File: config.mk
export PLATFORM = sky130hd
export DESIGN_NAME = bbr_status_regs
export DESIGN_NICKNAME = d
export VERILOG_FILES = /design/src/hw/bbr_pkg.sv /design/src/hw/bbr_status_regs.sv /design/src/hw/bbr_mp_count.sv /design/src/hw/bbr_tx_avg.sv
export SDC_FILE = /design/constraint.sdc
export NUM_CORES = 1
export LEC_CHECK = 0
export BUFFER_PORTS_ARGS = -buffer_cell sky130_fd_sc_hd__buf_2
export CORE_MARGIN = 5
export CORE_UTILIZATION = 54
export DETAILED_ROUTE_END_ITERATION = 12
export HOLD_SLACK_MARGIN = 0.02
export PLACE_DENSITY_LB_ADDON = 0.05
export SLEW_MARGIN = 20
export SYNTH_ARGS = -nofsm -noshare
export SYNTH_HDL_FRONTEND = slang
export SYNTH_SLANG_ARGS = --single-unit
File: constraint.sdc
create_clock -name CLK_I -period 2.7 [get_ports CLK_I]
set_input_delay 0.135 -clock CLK_I [delete_from_list [all_inputs] [get_ports CLK_I]]
set_output_delay 0.135 -clock CLK_I [all_outputs]
set_load 0.02 [all_outputs]
File: src/hw/bbr_pkg.sv
/*
 * Package of the baseband status read-back block: register indexes,
 * field positions, reset values and the carrier structs.
 * Assumes a 32-bit classic Wishbone bus whose byte address is four
 * times the register index.
 */
package bbr_pkg;

    // ----------------------------------------------------------------
    // Register indexes
    // ----------------------------------------------------------------
    localparam logic [7:0] IDX_SEED_CFG = 8'h0a;
    localparam logic [7:0] IDX_MP_THR = 8'h48;
    localparam logic [7:0] IDX_LONG_SEED = 8'h60;
    localparam logic [7:0] IDX_SHORT_SEED = 8'h62;
    localparam logic [7:0] IDX_TEST_BUS = 8'h64;
    localparam logic [7:0] IDX_NOISE_A_SNR = 8'h66;
    localparam logic [7:0] IDX_NOISE_B_SIG = 8'h68;
    localparam logic [7:0] IDX_I_OFS_SERVICE = 8'h6a;
    localparam logic [7:0] IDX_Q_OFS_LEN_LO = 8'h6c;
    localparam logic [7:0] IDX_MP_LEN_HI = 8'h6e;
    localparam logic [7:0] IDX_MP_CNT_CRC_LO = 8'h70;
    localparam logic [7:0] IDX_PKT_Q_CRC_HI = 8'h72;
    localparam logic [7:0] IDX_TX_POWER = 8'h74;
    localparam logic [7:0] IDX_HDR_Q_MEAN_PWR = 8'h78;
    localparam logic [7:0] IDX_IF_GAIN = 8'h7a;

    // ----------------------------------------------------------------
    // Field positions and widths
    // ----------------------------------------------------------------
    localparam int SEED_SEL_BIT = 3;
    localparam int VIEW_SEL_BIT = 7;
    localparam int MP_THR_LSB = 5;
    localparam int MP_THR_W = 3;
    localparam int SEED_W = 7;
    localparam int IF_GAIN_W = 7;
    localparam int MP_HISTORY = 15;
    localparam int TX_AVG_LOG2 = 6;

    // ----------------------------------------------------------------
    // Reset values
    // ----------------------------------------------------------------
    localparam logic [7:0] RST_SEED_CFG = 8'h00;
    localparam logic [7:0] RST_MP_THR = 8'h00;
    localparam logic [7:0] RST_LONG_SEED = 8'h00;
    localparam logic [7:0] RST_SHORT_SEED = 8'h00;

    // ----------------------------------------------------------------
    // Carriers
    // ----------------------------------------------------------------
    // Live and per-packet values from the receive and transmit datapath
    typedef struct packed {
        logic [7:0] test_bus;
        logic [7:0] antenna_one_noise_level;
        logic [7:0] antenna_two_noise_level;
        logic [7:0] snr_quality;
        logic [7:0] i_offset;
        logic [7:0] q_offset;
        logic header_valid;
        logic [7:0] signal_field;
        logic [7:0] service_field;
        logic [15:0] length_field;
        logic [15:0] header_crc;
        logic packet_done;
        logic [7:0] multipath_metric;
        logic receive_processing_enable;
        logic [7:0] packet_quality;
        logic [7:0] header_quality;
        logic [7:0] mean_power;
        logic tx_sample_valid;
        logic [7:0] tx_sample;
        logic [IF_GAIN_W-1:0] intermediate_gain_output;
    } bbr_meas_t;

    // Wishbone request as seen by the slave
    typedef struct packed {
        logic cyc;
        logic stb;
        logic we;
        logic [3:0] sel;
        logic [9:0] adr;
        logic [31:0] dat;
    } bbr_wb_req_t;

endpackage

File: src/hw/bbr_status_regs.sv
/*
 * Status and measurement read-back bank of the direct-sequence
 * baseband, with seed and view configuration, as a classic Wishbone
 * slave.
 * Assumes all datapath inputs run on CLK_I and the bus master holds a
 * request until it sees ACK_O or ERR_O.
 */
// The Wishbone register port was decided locally.
`timescale 1ns/1ps

// Contract
// - Test bus register returns the live 8-bit test bus in both views.
// - Config bit picks long or short 7-bit scrambler seed to apply.
// - View a at 66h: antenna one noise floor, unsigned 0 to 255.
// - View a at 68h: antenna two noise floor, unsigned 0 to 255.
// - View b at 66h: carrier loop signal quality figure.
// - View b at 68h: signal field of last received header.
// - View a at 6Ah: in-phase DC offset, signed sxxxx.xx.
// - View b at 6Ah: service field of last received header.
// - View a at 6Ch: quadrature DC offset, signed sxxxx.xx.
// - View b at 6Ch: received length field, low byte.
// - View a at 6Eh: multipath metric of last packet.
// - View b at 6Eh: received length field, high byte.
// - View a at 70h: count of last 15 packets above threshold.
// - View b at 70h: computed header CRC, low byte.
// - View a at 72h: packet quality, read after processing enable drops.
// - View b at 72h: computed header CRC, high byte.
// - 74h: signed transmit power, 64-sample average, both views.
// - View a at 78h: header quality, valid after processing enable drops.
// - View b at 78h: mean received power in dB, -33 to 0.
// - 7Ah: IF gain in bits 6:0, bit 7 reads zero.
// - Seed register bit 7 at zero shows b content.
module bbr_status_regs (
    input wire logic CLK_I,
    input wire logic NRST_I,
    input wire logic CYC_I,
    input wire logic STB_I,
    input wire logic WE_I,
    input wire logic [3:0] SEL_I,
    input wire logic [9:0] ADR_I,
    input wire logic [31:0] DAT_I,
    output logic [31:0] DAT_O,
    output logic ACK_O,
    output logic ERR_O,
    input wire bbr_pkg::bbr_meas_t MEAS_I,
    output logic [bbr_pkg::SEED_W-1:0] SEED_O,
    output logic [bbr_pkg::MP_THR_W-1:0] MP_THR_O
);

    // ----------------------------------------------------------------
    // State
    // ----------------------------------------------------------------
    typedef struct packed {
        logic ack;
        logic err;
        logic [7:0] rdata;
        logic [7:0] seed_select_config_reg;
        logic [7:0] multipath_threshold_reg;
        logic [7:0] long_preamble_seed_reg;
        logic [7:0] short_seed_and_view_reg;
        logic [bbr_pkg::SEED_W-1:0] seed;
        logic [7:0] signal_field;
        logic [7:0] service_field;
        logic [15:0] length_field;
        logic [15:0] header_crc;
        logic [7:0] multipath;
        logic [7:0] packet_quality;
        logic [7:0] header_quality;
        logic receive_processing_enable_d;
    } bbr_regs_state_t;

    bbr_regs_state_t st_r;
    bbr_regs_state_t st_nxt;

    bbr_pkg::bbr_wb_req_t req;
    logic [7:0] idx;
    logic view_a;
    logic mapped;
    logic [7:0] rd_mux;
    logic [7:0] mp_count;
    logic [7:0] tx_power;
    logic receive_processing_enable_fall;

    assign req = '{cyc: CYC_I, stb: STB_I, we: WE_I, sel: SEL_I, adr: ADR_I, dat: DAT_I};
    assign idx = req.adr[9:2];
    assign view_a = st_r.short_seed_and_view_reg[bbr_pkg::VIEW_SEL_BIT];
    assign receive_processing_enable_fall = st_r.receive_processing_enable_d & ~MEAS_I.receive_processing_enable;

    // ----------------------------------------------------------------
    // Measurement helpers
    // ----------------------------------------------------------------
    bbr_mp_count #(
        .DEPTH(bbr_pkg::MP_HISTORY)
    ) u_mp_count (
        .clk_i(CLK_I),
        .nrst_i(NRST_I),
        .packet_i(MEAS_I.packet_done),
        .metric_i(MEAS_I.multipath_metric),
        .thr_i(st_r.multipath_threshold_reg[bbr_pkg::MP_THR_LSB +: bbr_pkg::MP_THR_W]),
        .count_o(mp_count)
    );

    bbr_tx_avg #(
        .LOG2_N(bbr_pkg::TX_AVG_LOG2)
    ) u_tx_avg (
        .clk_i(CLK_I),
        .nrst_i(NRST_I),
        .sample_valid_i(MEAS_I.tx_sample_valid),
        .sample_i(MEAS_I.tx_sample),
        .avg_o(tx_power)
    );

    // ----------------------------------------------------------------
    // Read multiplexer
    // ----------------------------------------------------------------
    // Dual-view entries pick a when the view bit is one, else b
    always_comb begin
        rd_mux = 8'h00;
        mapped = 1'b1;
        unique case (idx)
            bbr_pkg::IDX_SEED_CFG: begin
                rd_mux = st_r.seed_select_config_reg;
            end
            bbr_pkg::IDX_MP_THR: begin
                rd_mux = st_r.multipath_threshold_reg;
            end
            bbr_pkg::IDX_LONG_SEED: begin
                rd_mux = st_r.long_preamble_seed_reg;
            end
            bbr_pkg::IDX_SHORT_SEED: begin
                rd_mux = st_r.short_seed_and_view_reg;
            end
            bbr_pkg::IDX_TEST_BUS: begin
                rd_mux = MEAS_I.test_bus;
            end
            bbr_pkg::IDX_NOISE_A_SNR: begin
                rd_mux = view_a ? MEAS_I.antenna_one_noise_level : MEAS_I.snr_quality;
            end
            bbr_pkg::IDX_NOISE_B_SIG: begin
                rd_mux = view_a ? MEAS_I.antenna_two_noise_level : st_r.signal_field;
            end
            bbr_pkg::IDX_I_OFS_SERVICE: begin
                rd_mux = view_a ? MEAS_I.i_offset : st_r.service_field;
            end
            bbr_pkg::IDX_Q_OFS_LEN_LO: begin
                rd_mux = view_a ? MEAS_I.q_offset : st_r.length_field[7:0];
            end
            bbr_pkg::IDX_MP_LEN_HI: begin
                rd_mux = view_a ? st_r.multipath : st_r.length_field[15:8];
            end
            bbr_pkg::IDX_MP_CNT_CRC_LO: begin
                rd_mux = view_a ? mp_count : st_r.header_crc[7:0];
            end
            bbr_pkg::IDX_PKT_Q_CRC_HI: begin
                rd_mux = view_a ? st_r.packet_quality : st_r.header_crc[15:8];
            end
            bbr_pkg::IDX_TX_POWER: begin
                rd_mux = tx_power;
            end
            bbr_pkg::IDX_HDR_Q_MEAN_PWR: begin
                rd_mux = view_a ? st_r.header_quality : MEAS_I.mean_power;
            end
            bbr_pkg::IDX_IF_GAIN: begin
                rd_mux = {1'b0, MEAS_I.intermediate_gain_output};
            end
            default: begin
                mapped = 1'b0;
            end
        endcase
    end

    // ----------------------------------------------------------------
    // Next state
    // ----------------------------------------------------------------
    always_comb begin
        st_nxt = st_r;
        st_nxt.ack = 1'b0;
        st_nxt.err = 1'b0;
        st_nxt.receive_processing_enable_d = MEAS_I.receive_processing_enable;

        // Answer one cycle after the request, then drop for a cycle
        if (req.cyc && req.stb && !st_r.ack && !st_r.err) begin
            st_nxt.ack = mapped;
            st_nxt.err = ~mapped;
            st_nxt.rdata = mapped ? rd_mux : 8'h00;
            // Read-only entries take writes silently
            if (req.we && req.sel[0]) begin
                unique case (idx)
                    bbr_pkg::IDX_SEED_CFG: begin
                        st_nxt.seed_select_config_reg = req.dat[7:0];
                    end
                    bbr_pkg::IDX_MP_THR: begin
                        st_nxt.multipath_threshold_reg = req.dat[7:0];
                    end
                    bbr_pkg::IDX_LONG_SEED: begin
                        st_nxt.long_preamble_seed_reg = req.dat[7:0];
                    end
                    bbr_pkg::IDX_SHORT_SEED: begin
                        st_nxt.short_seed_and_view_reg = req.dat[7:0];
                    end
                    default: begin
                    end
                endcase
            end
        end

        // Applied seed follows the select bit; one is the short seed
        if (st_r.seed_select_config_reg[bbr_pkg::SEED_SEL_BIT]) begin
            st_nxt.seed = st_r.short_seed_and_view_reg[bbr_pkg::SEED_W-1:0];
        end else begin
            st_nxt.seed = st_r.long_preamble_seed_reg[bbr_pkg::SEED_W-1:0];
        end

        // Header fields stand until the next valid header
        if (MEAS_I.header_valid) begin
            st_nxt.signal_field = MEAS_I.signal_field;
            st_nxt.service_field = MEAS_I.service_field;
            st_nxt.length_field = MEAS_I.length_field;
            st_nxt.header_crc = MEAS_I.header_crc;
        end

        if (MEAS_I.packet_done) begin
            st_nxt.multipath = MEAS_I.multipath_metric;
        end

        // Quality figures are final only once processing stops
        if (receive_processing_enable_fall) begin
            st_nxt.packet_quality = MEAS_I.packet_quality;
            st_nxt.header_quality = MEAS_I.header_quality;
        end
    end

    // ----------------------------------------------------------------
    // Registers
    // ----------------------------------------------------------------
    always_ff @(posedge CLK_I or negedge NRST_I) begin
        if (!NRST_I) begin
            st_r <= '0;
            st_r.seed_select_config_reg <= bbr_pkg::RST_SEED_CFG;
            st_r.multipath_threshold_reg <= bbr_pkg::RST_MP_THR;
            st_r.long_preamble_seed_reg <= bbr_pkg::RST_LONG_SEED;
            st_r.short_seed_and_view_reg <= bbr_pkg::RST_SHORT_SEED;
        end else begin
            st_r <= st_nxt;
        end
    end

    // ----------------------------------------------------------------
    // Outputs
    // ----------------------------------------------------------------
    assign DAT_O = {24'h000000, st_r.rdata};
    assign ACK_O = st_r.ack;
    assign ERR_O = st_r.err;
    assign SEED_O = st_r.seed;
    assign MP_THR_O = st_r.multipath_threshold_reg[bbr_pkg::MP_THR_LSB +: bbr_pkg::MP_THR_W];

endmodule // bbr_status_regs

File: src/hw/bbr_mp_count.sv
/*
 * Sliding count of recent packets whose multipath metric exceeded a
 * 3-bit threshold.
 * Assumes one packet_i pulse per received packet, same clock.
 */
`timescale 1ns/1ps

module bbr_mp_count #(
    parameter int DEPTH = 15
) (
    input wire logic clk_i,
    input wire logic nrst_i,
    input wire logic packet_i,
    input wire logic [7:0] metric_i,
    input wire logic [2:0] thr_i,
    output logic [7:0] count_o
);

    typedef struct packed {
        logic [DEPTH-1:0] hist;
        logic [7:0] count;
    } bbr_mpc_state_t;

    bbr_mpc_state_t st_r;
    bbr_mpc_state_t st_nxt;
    logic above;

    // Threshold weighs the top three metric bits
    assign above = (metric_i[7:5] > thr_i);

    // Running sum avoids a 15-input adder: add newest, drop oldest
    always_comb begin
        st_nxt = st_r;
        if (packet_i) begin
            st_nxt.hist = {st_r.hist[DEPTH-2:0], above};
            st_nxt.count = st_r.count + {7'h00, above} - {7'h00, st_r.hist[DEPTH-1]};
        end
    end

    always_ff @(posedge clk_i or negedge nrst_i) begin
        if (!nrst_i) begin
            st_r <= '0;
        end else begin
            st_r <= st_nxt;
        end
    end

    assign count_o = st_r.count;

endmodule // bbr_mp_count

File: src/hw/bbr_tx_avg.sv
/*
 * Block average of signed transmit power samples.
 * Assumes sample_valid_i from logic on the same clock.
 */
`timescale 1ns/1ps

module bbr_tx_avg #(
    parameter int LOG2_N = 6
) (
    input wire logic clk_i,
    input wire logic nrst_i,
    input wire logic sample_valid_i,
    input wire logic [7:0] sample_i,
    output logic [7:0] avg_o
);

    typedef struct packed {
        logic [LOG2_N-1:0] cnt;
        logic [LOG2_N+7:0] sum;
        logic [7:0] avg;
    } bbr_avg_state_t;

    bbr_avg_state_t st_r;
    bbr_avg_state_t st_nxt;
    logic [LOG2_N+7:0] sum_new;

    assign sum_new = st_r.sum + {{LOG2_N{sample_i[7]}}, sample_i};

    // Result holds until the next full block; partial blocks never show
    always_comb begin
        st_nxt = st_r;
        if (sample_valid_i) begin
            st_nxt.cnt = st_r.cnt + 1'b1;
            if (&st_r.cnt) begin
                st_nxt.avg = sum_new[LOG2_N+7:LOG2_N];
                st_nxt.sum = '0;
            end else begin
                st_nxt.sum = sum_new;
            end
        end
    end

    always_ff @(posedge clk_i or negedge nrst_i) begin
        if (!nrst_i) begin
            st_r <= '0;
        end else begin
            st_r <= st_nxt;
        end
    end

    assign avg_o = st_r.avg;

endmodule // bbr_tx_avg

==> impl_metrics.csv, run 1 <==
group,metric,value,unit
yosys,yosysSeqAreaShare,45.28,%
yosys,synth_area,9560,um^2
timing,worst_hold_slack,0.03991,ns
yosys,ys_types,77,
floorplan,pin_count,242,
clocking,clk_latency,0.44,ns
yosys,ys_dominant_reg_cell,"dfrtp_1",
clocking,cts_root_buf,"clkbuf_16",
worst_setup_path,end_kind,"flip-flop",
placed_design,place_area,10610,um^2
floorplan,rows,48,
clocking,path_clk_slew,0.07,ns
route,viasPerCell,5.728,
timing,max_freq,380.2,MHz
timing,final-setup-viol-count,0,
route,drt-initial-drc-count,487,
clocking,h-tree-depth,4,
floorplan,core-area,17360,um^2
placed_design,port_buffers,188,
finish,fin_area,12040,um^2
run,cap_viol_max_count,0,
route,vias,7618,
route,post_drt_wl_per_cell,20.38,um
global_routing,globalRouteOverflowTotal,0,
timing,period_minus_slack,2.630,ns
finish,nNetsFinal,1316,
timing,timing_max_transition_violations_final,0,
timing,tightest_slew,0.7469,ns
global_routing,antenna_found_initial,1,
worst_setup_path,worstPathArrival,2.98,ns
timing,maxSlewHeadroom,50.21,%
yosys,yosys_warnings,0,
placed_design,gp_congestion,0.9544,
global_routing,grt_pass1_vias,8058,
yosys,synth_edf_count,0,
clocking,cts.sinks,173,
global_routing,grt_max_degree,66,
route,dr.pass1.iters,6,
placed_design,dp_hpwl,20.04,mm
finish,syn_to_final_growth,25.94,%
pwr,ir_drop,0.0004902,V
pwr,leakagePower,5.533,nW
yosys,ys_ff_latch,173,
route,wl,27.11,mm
yosys,syn_area_per_cell,11.50,um^2
worst_setup_path,cp_slowest_stage_delay,0.36,ns
route,route.detailed.drc,0,
outcome,status,"completed",
global_routing,grt_pass1_wl,42.68,mm
timing,fin_skew,0.01117,ns
floorplan,dieHeight,143.1,um
timing,fin_crit_sh,97.40,%
worst_setup_path,cp-start-kind,"flip-flop",
timing,rsz0062_at_grt,"true",
worst_setup_path,critPathMaxFanout,2,
pwr,power_density,705.5,nW/um^2
finish,drive_above_1_share,35.33,%
finish,num-fill-cells,1317,
floorplan,die_area,20470,um^2
global_routing,grt_use_total,26.79,%
route,ant_nets,0,
worst_setup_path,cp_cell_sequence,"inv_1, ha_1, a21o_1, a21oi_1, a31oi_1, ha_2, inv_1, fa_2, nor2b_1, o21ai_0, a21boi_1, o21a_1, nor3_1, o31ai_1",
pwr,power,0.008495,W
worst_setup_path,crit_type,"flip-flop to flip-flop",
hold_path,hold_path_class,"input port to flip-flop",
floorplan,start_util,55.08,%
worst_setup_path,required,3.05,ns
yosys,ys_async_sr_fraction,100.0,%
worst_setup_path,cpMostUsedCell,"inv_1",
floorplan,die_w,143.1,um
finish,fin_util,69.37,%
clocking,clock_path_buffers,2,
clocking,cts_tree,"built",
yosys,syn_inst,831,
clocking,cts-buffers-inserted,17,
timing,hold_violations,0,
worst_setup_path,slowest_stage,"dfrtp_1",
## critical path, delay by kind of cell (launching register included)
family	cells	cell delay (ns)
compound gates	7	1.04
fa+ha+maj	3	0.87
flops	1	0.36
simple gates	2	0.16
buf+inv	2	0.11
## through the flow
stage	setup slack (ns)	TNS, ns	cells
2_1_floorplan	0.2565	0	854
3_3_place_gp	0.08568	0	1214
4_1_cts	0.04210	0	1328
5_1_grt	-0.09558	-0.09558	1329
3_5_place_dp	-0.04469	-0.04469	1214
6_report	0.07013	0	1330
## cells by family after synthesis
kind of cell | share of synthesized area, %
other | 0.03922
DFF | 45.28
and+or+nand+nor | 8.716
xor gates and xnor gates | 1.701
adders and majority gates | 3.691
buffers and inverters | 6.557
muxes | 22.37
AOI/OAI and AO/OA | 11.65
## state kept, by name, summed over array words and instances (netlist names)
name	flops
u_mp_count.count_o	8
u_tx_avg.st_r	20
SEED_O	7
u_mp_count.st_r	15
st_r	102
ACK_O	1
MP_THR_O	3
u_tx_avg.avg_o	8
DAT_O	8
ERR_O	1
## cell type report
| class | instances | area [um^2] | area share, % |
|---|---|---|---|
| repair buffers | 304 | 2036 | 16.91 |
| clock buffers | 17 | 425.4 | 3.533 |
| clock inverters | 15 | 165.2 | 1.372 |
| diodes | 1 | 2.502 | 0.02078 |
| inverters | 26 | 97.59 | 0.8106 |
| flip-flops and latches | 173 | 4333 | 35.99 |
| well taps | 225 | 281.5 | 2.338 |
| multi-input cells | 569 | 4700 | 39.03 |
## synthesized netlist by cell type (all sizes together) (6+ instances only)
| master | number | area [um^2] |
|---|---|---|
| nand3 | 9 | 45.04 |
| clkbuf | 22 | 82.58 |
| nor2b | 6 | 37.54 |
| a21oi | 31 | 155.2 |
| a31oi | 13 | 81.33 |
| mux2 | 139 | 1565 |
| a21o | 7 | 52.55 |
| nor2 | 38 | 145.1 |
| nor3 | 9 | 67.56 |
| nand2 | 51 | 191.4 |
| ha | 25 | 312.8 |
| a22o | 7 | 61.31 |
| o2bb2ai | 7 | 61.31 |
| a211oi | 7 | 52.55 |
| mux2i | 37 | 370.4 |
| mux4 | 9 | 202.7 |
| xnor2 | 12 | 105.1 |
| buf | 64 | 446.7 |
| dfrtp | 173 | 4329 |
| inv | 26 | 97.59 |
| o22ai | 10 | 62.56 |
| o21ai | 33 | 168.9 |
## layer usage
| layer | routed length, um | GRT usage [%] |
|---|---|---|
| met5 | 13 | 0 |
| met4 | 569 | 8.104 |
| met3 | 1938 | 4.421 |
| met2 | 13070 | 44.36 |
| met1 | 11520 | 36.49 |
## path summary, 6_finish.rpt
path                                       startpoint               endpoint  slack (ns)  cells after the start
worst max-delay path                      MP_THR_O[1]  u_mp_count.count_o[6]        0.07                     14
worst min-delay path                       MEAS_I[15]      u_tx_avg.st_r[20]        0.04                      2
worst max register to register            MP_THR_O[1]  u_mp_count.count_o[6]        0.07                     14
worst min register to register  u_mp_count.count_o[7]  u_mp_count.count_o[7]        0.48                      1
max in group asynchronous                      NRST_I               st_r[64]        1.56                      3
min in group asynchronous                      NRST_I               st_r[14]        0.27                      2
## power by group
group	leakage [nW]	internal [W]	switching (W)
Clock	0.287	0.00132	0.00117
Sequential	2.16	0.00303	0.000301
Combinational	3.09	0.00131	0.00135
## timing repair
item,4_1_cts,5_1_grt
hold endpoints to repair,165,0
endpoints found under the setup margin,1,3
hold buffers,82,0
resized for setup,1,3
setup buffers,0,1
pin swaps,0,2
## cell usage in the layout (no fill, tap or decap), types with 6 or more instances in the layout
master and count:
a22o_1 7, nor3_1 7, mux2_2 111, ha_1 24, clkbuf_16 17, dfrtp_1 172
a211oi_1 7, o2bb2ai_1 7, buf_4 33, nand3_1 9, a31oi_1 13, mux2_1 28
conb_1 24, inv_8 6, a21oi_1 30, buf_2 187, o22ai_1 10, a21o_1 7
o21ai_0 28, mux2i_1 37, dlygate4sd3_1 82, inv_1 26, nand2_1 51, nor2b_1 6
xnor2_1 12, mux4_2 9, nor2_1 37
(Power assumes the default switching activity.)
==> run 2, diff against run 1 <==
SETUP_SLACK_MARGIN = 0.5   (was not set)
==> run 2 against run 1 <==
  * Cell area increased by 2.3%
  * Wire length shrank 0.44%
  * Global-route usage shrank 0.32 points
  * Sequential share of layout area is 0.80 points lower
  * Critical path type unchanged
  * Cell count increased by 0.90%
  * Critical path depth is the same
  * Critical endpoint unchanged
  * Die area did not move
  * Sequential cell count is the same
  * First-iteration DRC count up 38%
  * Via count grew 0.14%
  * Largest power group unchanged
  * Sequential power hardly changed
  * Register-to-register slack about the same
  * Largest cell class unchanged
==> impl_metrics.csv, run 2 (synthesis gave the netlist of run 1 again) <==
group,metric,value,unit
timing,max_freq,380.9,MHz
route,route.detailed.drc,0,
global_routing,grt_pass1_vias,7764,
finish,num-fill-cells,1266,
floorplan,dieHeight,143.1,um
worst_setup_path,cp-start-kind,"flip-flop",
timing,timing_max_transition_violations_final,0,
finish,syn_to_final_growth,28.82,%
outcome,status,"completed",
timing,fin_skew,0.007218,ns
worst_setup_path,required,3.04,ns
floorplan,pin_count,242,
route,ant_nets,0,
finish,multiInputGateArea,4893,um^2
clocking,path_clk_slew,0.07,ns
clocking,clk_latency,0.43,ns
worst_setup_path,crit_type,"flip-flop to flip-flop",
route,wl,26.99,mm
clocking,cts.sinks,173,
timing,hold_violations,0,
placed_design,gp_congestion,0.8872,
worst_setup_path,critPathMaxFanout,2,
pwr,power_density,712.5,nW/um^2
global_routing,grt_pass1_wl,41.60,mm
route,viasPerCell,5.685,
worst_setup_path,end_kind,"flip-flop",
clocking,cts-buffers-inserted,17,
global_routing,grt_most_used_layer,"met2",
hold_path,hold_path_class,"input port to flip-flop",
timing,fin_crit_sh,97.23,%
floorplan,start_util,55.08,%
clocking,cts_root_buf,"clkbuf_16",
finish,nNetsFinal,1327,
clocking,cts_tree,"built",
timing,period_minus_slack,2.625,ns
route,dr.pass1.iters,5,
finish,largest_reg_flops,102,
worst_setup_path,worstPathArrival,2.96,ns
global_routing,met2_usage,42.41,%
global_routing,globalRouteOverflowTotal,0,
global_routing,antenna_found_initial,2,
route,vias,7629,
finish,final_common_cell,"buf_2",
finish,instances_no_fill,1342,
timing,final-setup-viol-count,0,
floorplan,die_w,143.1,um
finish,regMostFlops,"st_r",
timing,worst_hold_slack,0.04131,ns
finish,drive_above_1_share,38.65,%
timing,maxSlewHeadroom,50.20,%
global_routing,use_met3,6.430,%
floorplan,rows,48,
finish,fin_util,70.96,%
floorplan,core-area,17360,um^2
placed_design,dp.cells,1204,
timing,rsz0062_at_grt,"true",
route,drt-initial-drc-count,674,
finish,top_regs,"st_r (102), u_tx_avg.st_r (20), u_mp_count.st_r (15)",
floorplan,die_area,20470,um^2
finish,seqCellArea,4333,um^2
clocking,clock_path_buffers,2,
clocking,h-tree-depth,4,
timing,tightest_slew,0.7451,ns
global_routing,use_met1,35.63,%
global_routing,grt_max_degree,78,
route,post_drt_wl_per_cell,20.11,um
placed_design,dp_hpwl,19.36,mm
pwr,ir_drop,0.0004966,V
placed_design,port_buffers,188,
global_routing,grt_use_total,26.46,%
pwr,leakagePower,5.600,nW
finish,layout_common_cells,"buf_2, dfrtp_1, mux2_2",
run,cap_viol_max_count,0,
[run 2: changes by cell type in the layout (fill, tap and decap cells not counted), sizes merged]
cell / delta
buf: +11
clkbuf: +2
clkinv: +2
clkinvlp: +1
diode: +1
inv: -5
[run 2: repair_timing]
item,4_1_cts,5_1_grt
hold endpoints to repair,177,0
setup endpoints to repair,17,32
pin swaps,16,19
buffers inserted,11,11
hold buffers,82,0
cloned,0,0
gates resized for setup,19,25
[run 2: area by class of cell]
type	instances	area share, %
flip-flops and latches	173	35.18
diodes	2	0.04064
clock buffers	19	3.596
inverters	26	0.7924
clock inverters	13	1.046
repair buffers	315	17.32
multi-input cells	569	39.73
well taps	225	2.286
[run 2: worst paths after layout]
| kind | start | endpoint | slack (ns) | cells after the start |
|---|---|---|---|---|
| min in group asynchronous | NRST_I | DAT_O[5] | 0.30 | 2 |
| hold / removal | MEAS_I[15] | u_tx_avg.st_r[22] | 0.04 | 2 |
| setup / recovery | MP_THR_O[1] | u_mp_count.count_o[6] | 0.07 | 14 |
| hold reg to reg | u_mp_count.count_o[7] | u_mp_count.count_o[7] | 0.48 | 1 |
| max in group asynchronous | NRST_I | u_tx_avg.st_r[9] | 1.55 | 3 |
| setup reg to reg | MP_THR_O[1] | u_mp_count.count_o[6] | 0.07 | 14 |
[run 2: through the flow]
step / power, W / instance area, um^2 / setup TNS [ns] / setup WS (ns)
global placement: 0.005810 / 10560 / 0 / 0.1823
detailed placement: 0.005939 / 10560 / 0 / 0.1017
global route: 0.009294 / 12310 / -0.2585 / -0.1699
finish: 0.008775 / 12320 / 0 / 0.07479
CTS: 0.008561 / 12110 / 0 / 0.1465
floorplan: 0.005282 / 9676 / 0 / 0.3454
[run 2: power breakdown]
part           internal, W  leakage [nW]  switching (W)
Sequential         0.00303          2.16       0.000310
Clock              0.00132         0.275        0.00108
Combinational      0.00154          3.17        0.00149
[run 2: metal layers]
layer  up-vias  part of all wire, %  wire length [um]
met2       312                   48             12830
met3        49                  8.0              2148
met5         -                0.048                13
met1      3736                   42             11330
met4         2                  2.5               666
li1       3530                    -                 -
[run 2: worst max-delay path, cell delays in order, from the launching register on]
cell and delay (ns):
dfrtp_1 0.37, inv_2 0.06, ha_4 0.26, a21o_1 0.11, a21oi_2 0.06, a31oi_2 0.21, ha_2 0.23, inv_2 0.04
fa_2 0.36, nor2b_2 0.13, o21ai_2 0.08, a21boi_2 0.15, o21a_1 0.19, nor3_2 0.05, o31ai_1 0.22
==> run 3, diff against run 2 <==
SETUP_SLACK_MARGIN = 0.05   (was 0.5)
==> run 3 against run 2 <==
  * The run now ends with setup timing left
  * Via count about the same
  * Critical path type unchanged
  * Cell count decreased by 0.75%
  * Core utilization decreased by 1.3 points
  * Global-route usage increased by 0.32 points
  * Sequential cell count unchanged
  * Clock-buffer cell count decreased by 2
  * Wire length increased by 1.1%
  * Power decreased by 2.7%
==> impl_metrics.csv, run 3 (synthesis gave the netlist of run 1 again) <==
group,metric,value,unit
worst_setup_path,cp-start-kind,"flip-flop",
global_routing,grt_pass1_vias,8058,
route,drt-initial-drc-count,539,
finish,num-fill-cells,1308,
worst_setup_path,path_buf_inv,2,
timing,rsz0062_at_grt,"true",
timing,fin_crit_sh,100.6,%
timing,hold_violations,0,
placed_design,dp_slack,-0.04469,ns
clocking,cts_tree,"built",
global_routing,antenna_found_initial,1,
worst_setup_path,critPathMaxFanout,2,
pwr,ir_drop,0.0004976,V
route,dr.pass1.iters,5,
global_routing,grt_use_total,26.79,%
finish,largest_reg_flops,102,
timing,maxSlewHeadroom,50.30,%
finish,multiInputGateArea,4723,um^2
placed_design,dp.cells,1214,
route,wl,27.28,mm
route,viasPerCell,5.727,
timing,timing_max_transition_violations_final,0,
global_routing,grt_max_degree,66,
floorplan,die_w,143.1,um
worst_setup_path,worstPathArrival,3.06,ns
outcome,status,"finished, violations left",
clocking,clock_path_buffers,2,
timing,fin_skew,0.01286,ns
clocking,path_clk_slew,0.07,ns
timing,final-setup-viol-count,1,
worst_setup_path,cpMostUsedCell,"inv_2",
floorplan,dieHeight,143.1,um
floorplan,core-area,17360,um^2
timing,period_minus_slack,2.716,ns
outcome,violations,"setup timing",
timing,tightest_slew,0.7456,ns
placed_design,port_buffers,188,
floorplan,rows,48,
finish,syn_to_final_growth,26.40,%
clocking,cts-buffers-inserted,17,
placed_design,dp_hpwl,20.04,mm
worst_setup_path,cp_slowest_stage_delay,0.37,ns
route,ant_nets,0,
pwr,power_density,706.7,nW/um^2
finish,fin_util,69.62,%
finish,drive_above_1_share,36.04,%
clocking,h-tree-depth,4,
finish,instances_no_fill,1332,
finish,nNetsFinal,1319,
global_routing,globalRouteOverflowTotal,0,
route,route.detailed.drc,0,
finish,regMostFlops,"st_r",
worst_setup_path,critPathTopFamily,"compound AO/OA/AOI/OAI gates",
timing,setup_ws,-0.01575,ns
timing,max_freq,368.2,MHz
route,vias,7628,
clocking,cts_root_buf,"clkbuf_16",
finish,seqCellArea,4333,um^2
worst_setup_path,cp_cell_sequence,"inv_2, ha_4, a21o_1, a21oi_1, a31oi_1, ha_2, inv_2, fa_2, nor2b_1, o21ai_1, a21boi_1, o21a_1, nor3_2, o31ai_1",
finish,layout_common_cells,"buf_2, dfrtp_1, mux2_2",
worst_setup_path,end_kind,"flip-flop",
pwr,leakagePower,5.543,nW
clocking,cts.sinks,173,
run,cap_viol_max_count,0,
global_routing,grt_pass1_wl,42.68,mm
finish,final_common_cell,"buf_2",
floorplan,start_util,55.08,%
floorplan,die_area,20470,um^2
placed_design,gp_congestion,0.9544,
hold_path,hold_path_class,"input port to flip-flop",
worst_setup_path,slowest_stage,"dfrtp_1",
finish,diodes,0,
floorplan,pin_count,242,
route,post_drt_wl_per_cell,20.48,um
finish,top_regs,"st_r (102), u_tx_avg.st_r (20), u_mp_count.st_r (15)",
worst_setup_path,crit_type,"flip-flop to flip-flop",
worst_setup_path,required,3.05,ns
clocking,clk_latency,0.44,ns
run 3: cell type report:
cell class              count  area share [%]
clock inverters            15           1.367
clock buffers              17           3.520
inverters                  26          0.8076
multi-input cells         569           39.09
flip-flops and latches    173           35.86
repair buffers            307           17.03
well taps                 225           2.330
run 3: stage by stage:
stage / hold slack (ns) / cell area, um^2 / total power (W) / TNS (ns)
final: 0.03692 / 12080 / 0.008540 / -0.01575
after global routing: 0.04727 / 12080 / 0.009018 / -0.1268
after CTS: 0.02485 / 12020 / 0.008489 / 0
after detailed placement: 0.1800 / 10610 / 0.005906 / -0.04469
after global placement: 0.1750 / 10610 / 0.005767 / 0
after floorplan: -0.1606 / 9647 / 0.005232 / 0
run 3: final timing paths:
kind                                            start                    end  slack (ns)  depth (start not counted)
worst max-delay path                      MP_THR_O[1]  u_mp_count.count_o[6]       -0.02                         14
worst min-delay path                       MEAS_I[15]      u_tx_avg.st_r[20]        0.04                          2
worst max register to register            MP_THR_O[1]  u_mp_count.count_o[6]       -0.02                         14
worst min register to register  u_mp_count.count_o[7]  u_mp_count.count_o[7]        0.48                          1
max in group asynchronous                      NRST_I               st_r[64]        1.58                          3
min in group asynchronous                      NRST_I               st_r[14]        0.27                          2
run 3: worst reg2reg max path, delay by kind of cell (launching register included):
family / cells / cell delay (ns)
buf+inv: 2 / 0.10
fa+ha+maj: 3 / 0.86
flops: 1 / 0.37
simple gates: 2 / 0.16
compound gates: 7 / 1.15
run 3: metal layers:
metal	vias to the layer above	share of wire, %	wire [um]	GRT usage (%)
met2	293	49	13270	44.36
li1	3519	-	-	-
met5	-	0.048	13	0
met3	57	6.4	1738	4.421
met4	2	2.1	565	8.104
met1	3757	43	11690	36.49
run 3: timing repair:
item | 4_1_cts | 5_1_grt
endpoints found under the hold margin | 165 | 0
setup endpoints to repair | 1 | 7
resized for setup | 1 | 10
pin swaps | 1 | 8
buffers inserted | 0 | 4
hold buffers | 82 | 0
run 3: power breakdown:
group / total [W] / internal [W] / switching [W]
registers: 0.00333 / 0.00303 / 0.000302
clock network: 0.00249 / 0.00132 / 0.00117
logic: 0.00271 / 0.00134 / 0.00138
total: 0.00854 / 0.00569 / 0.00285
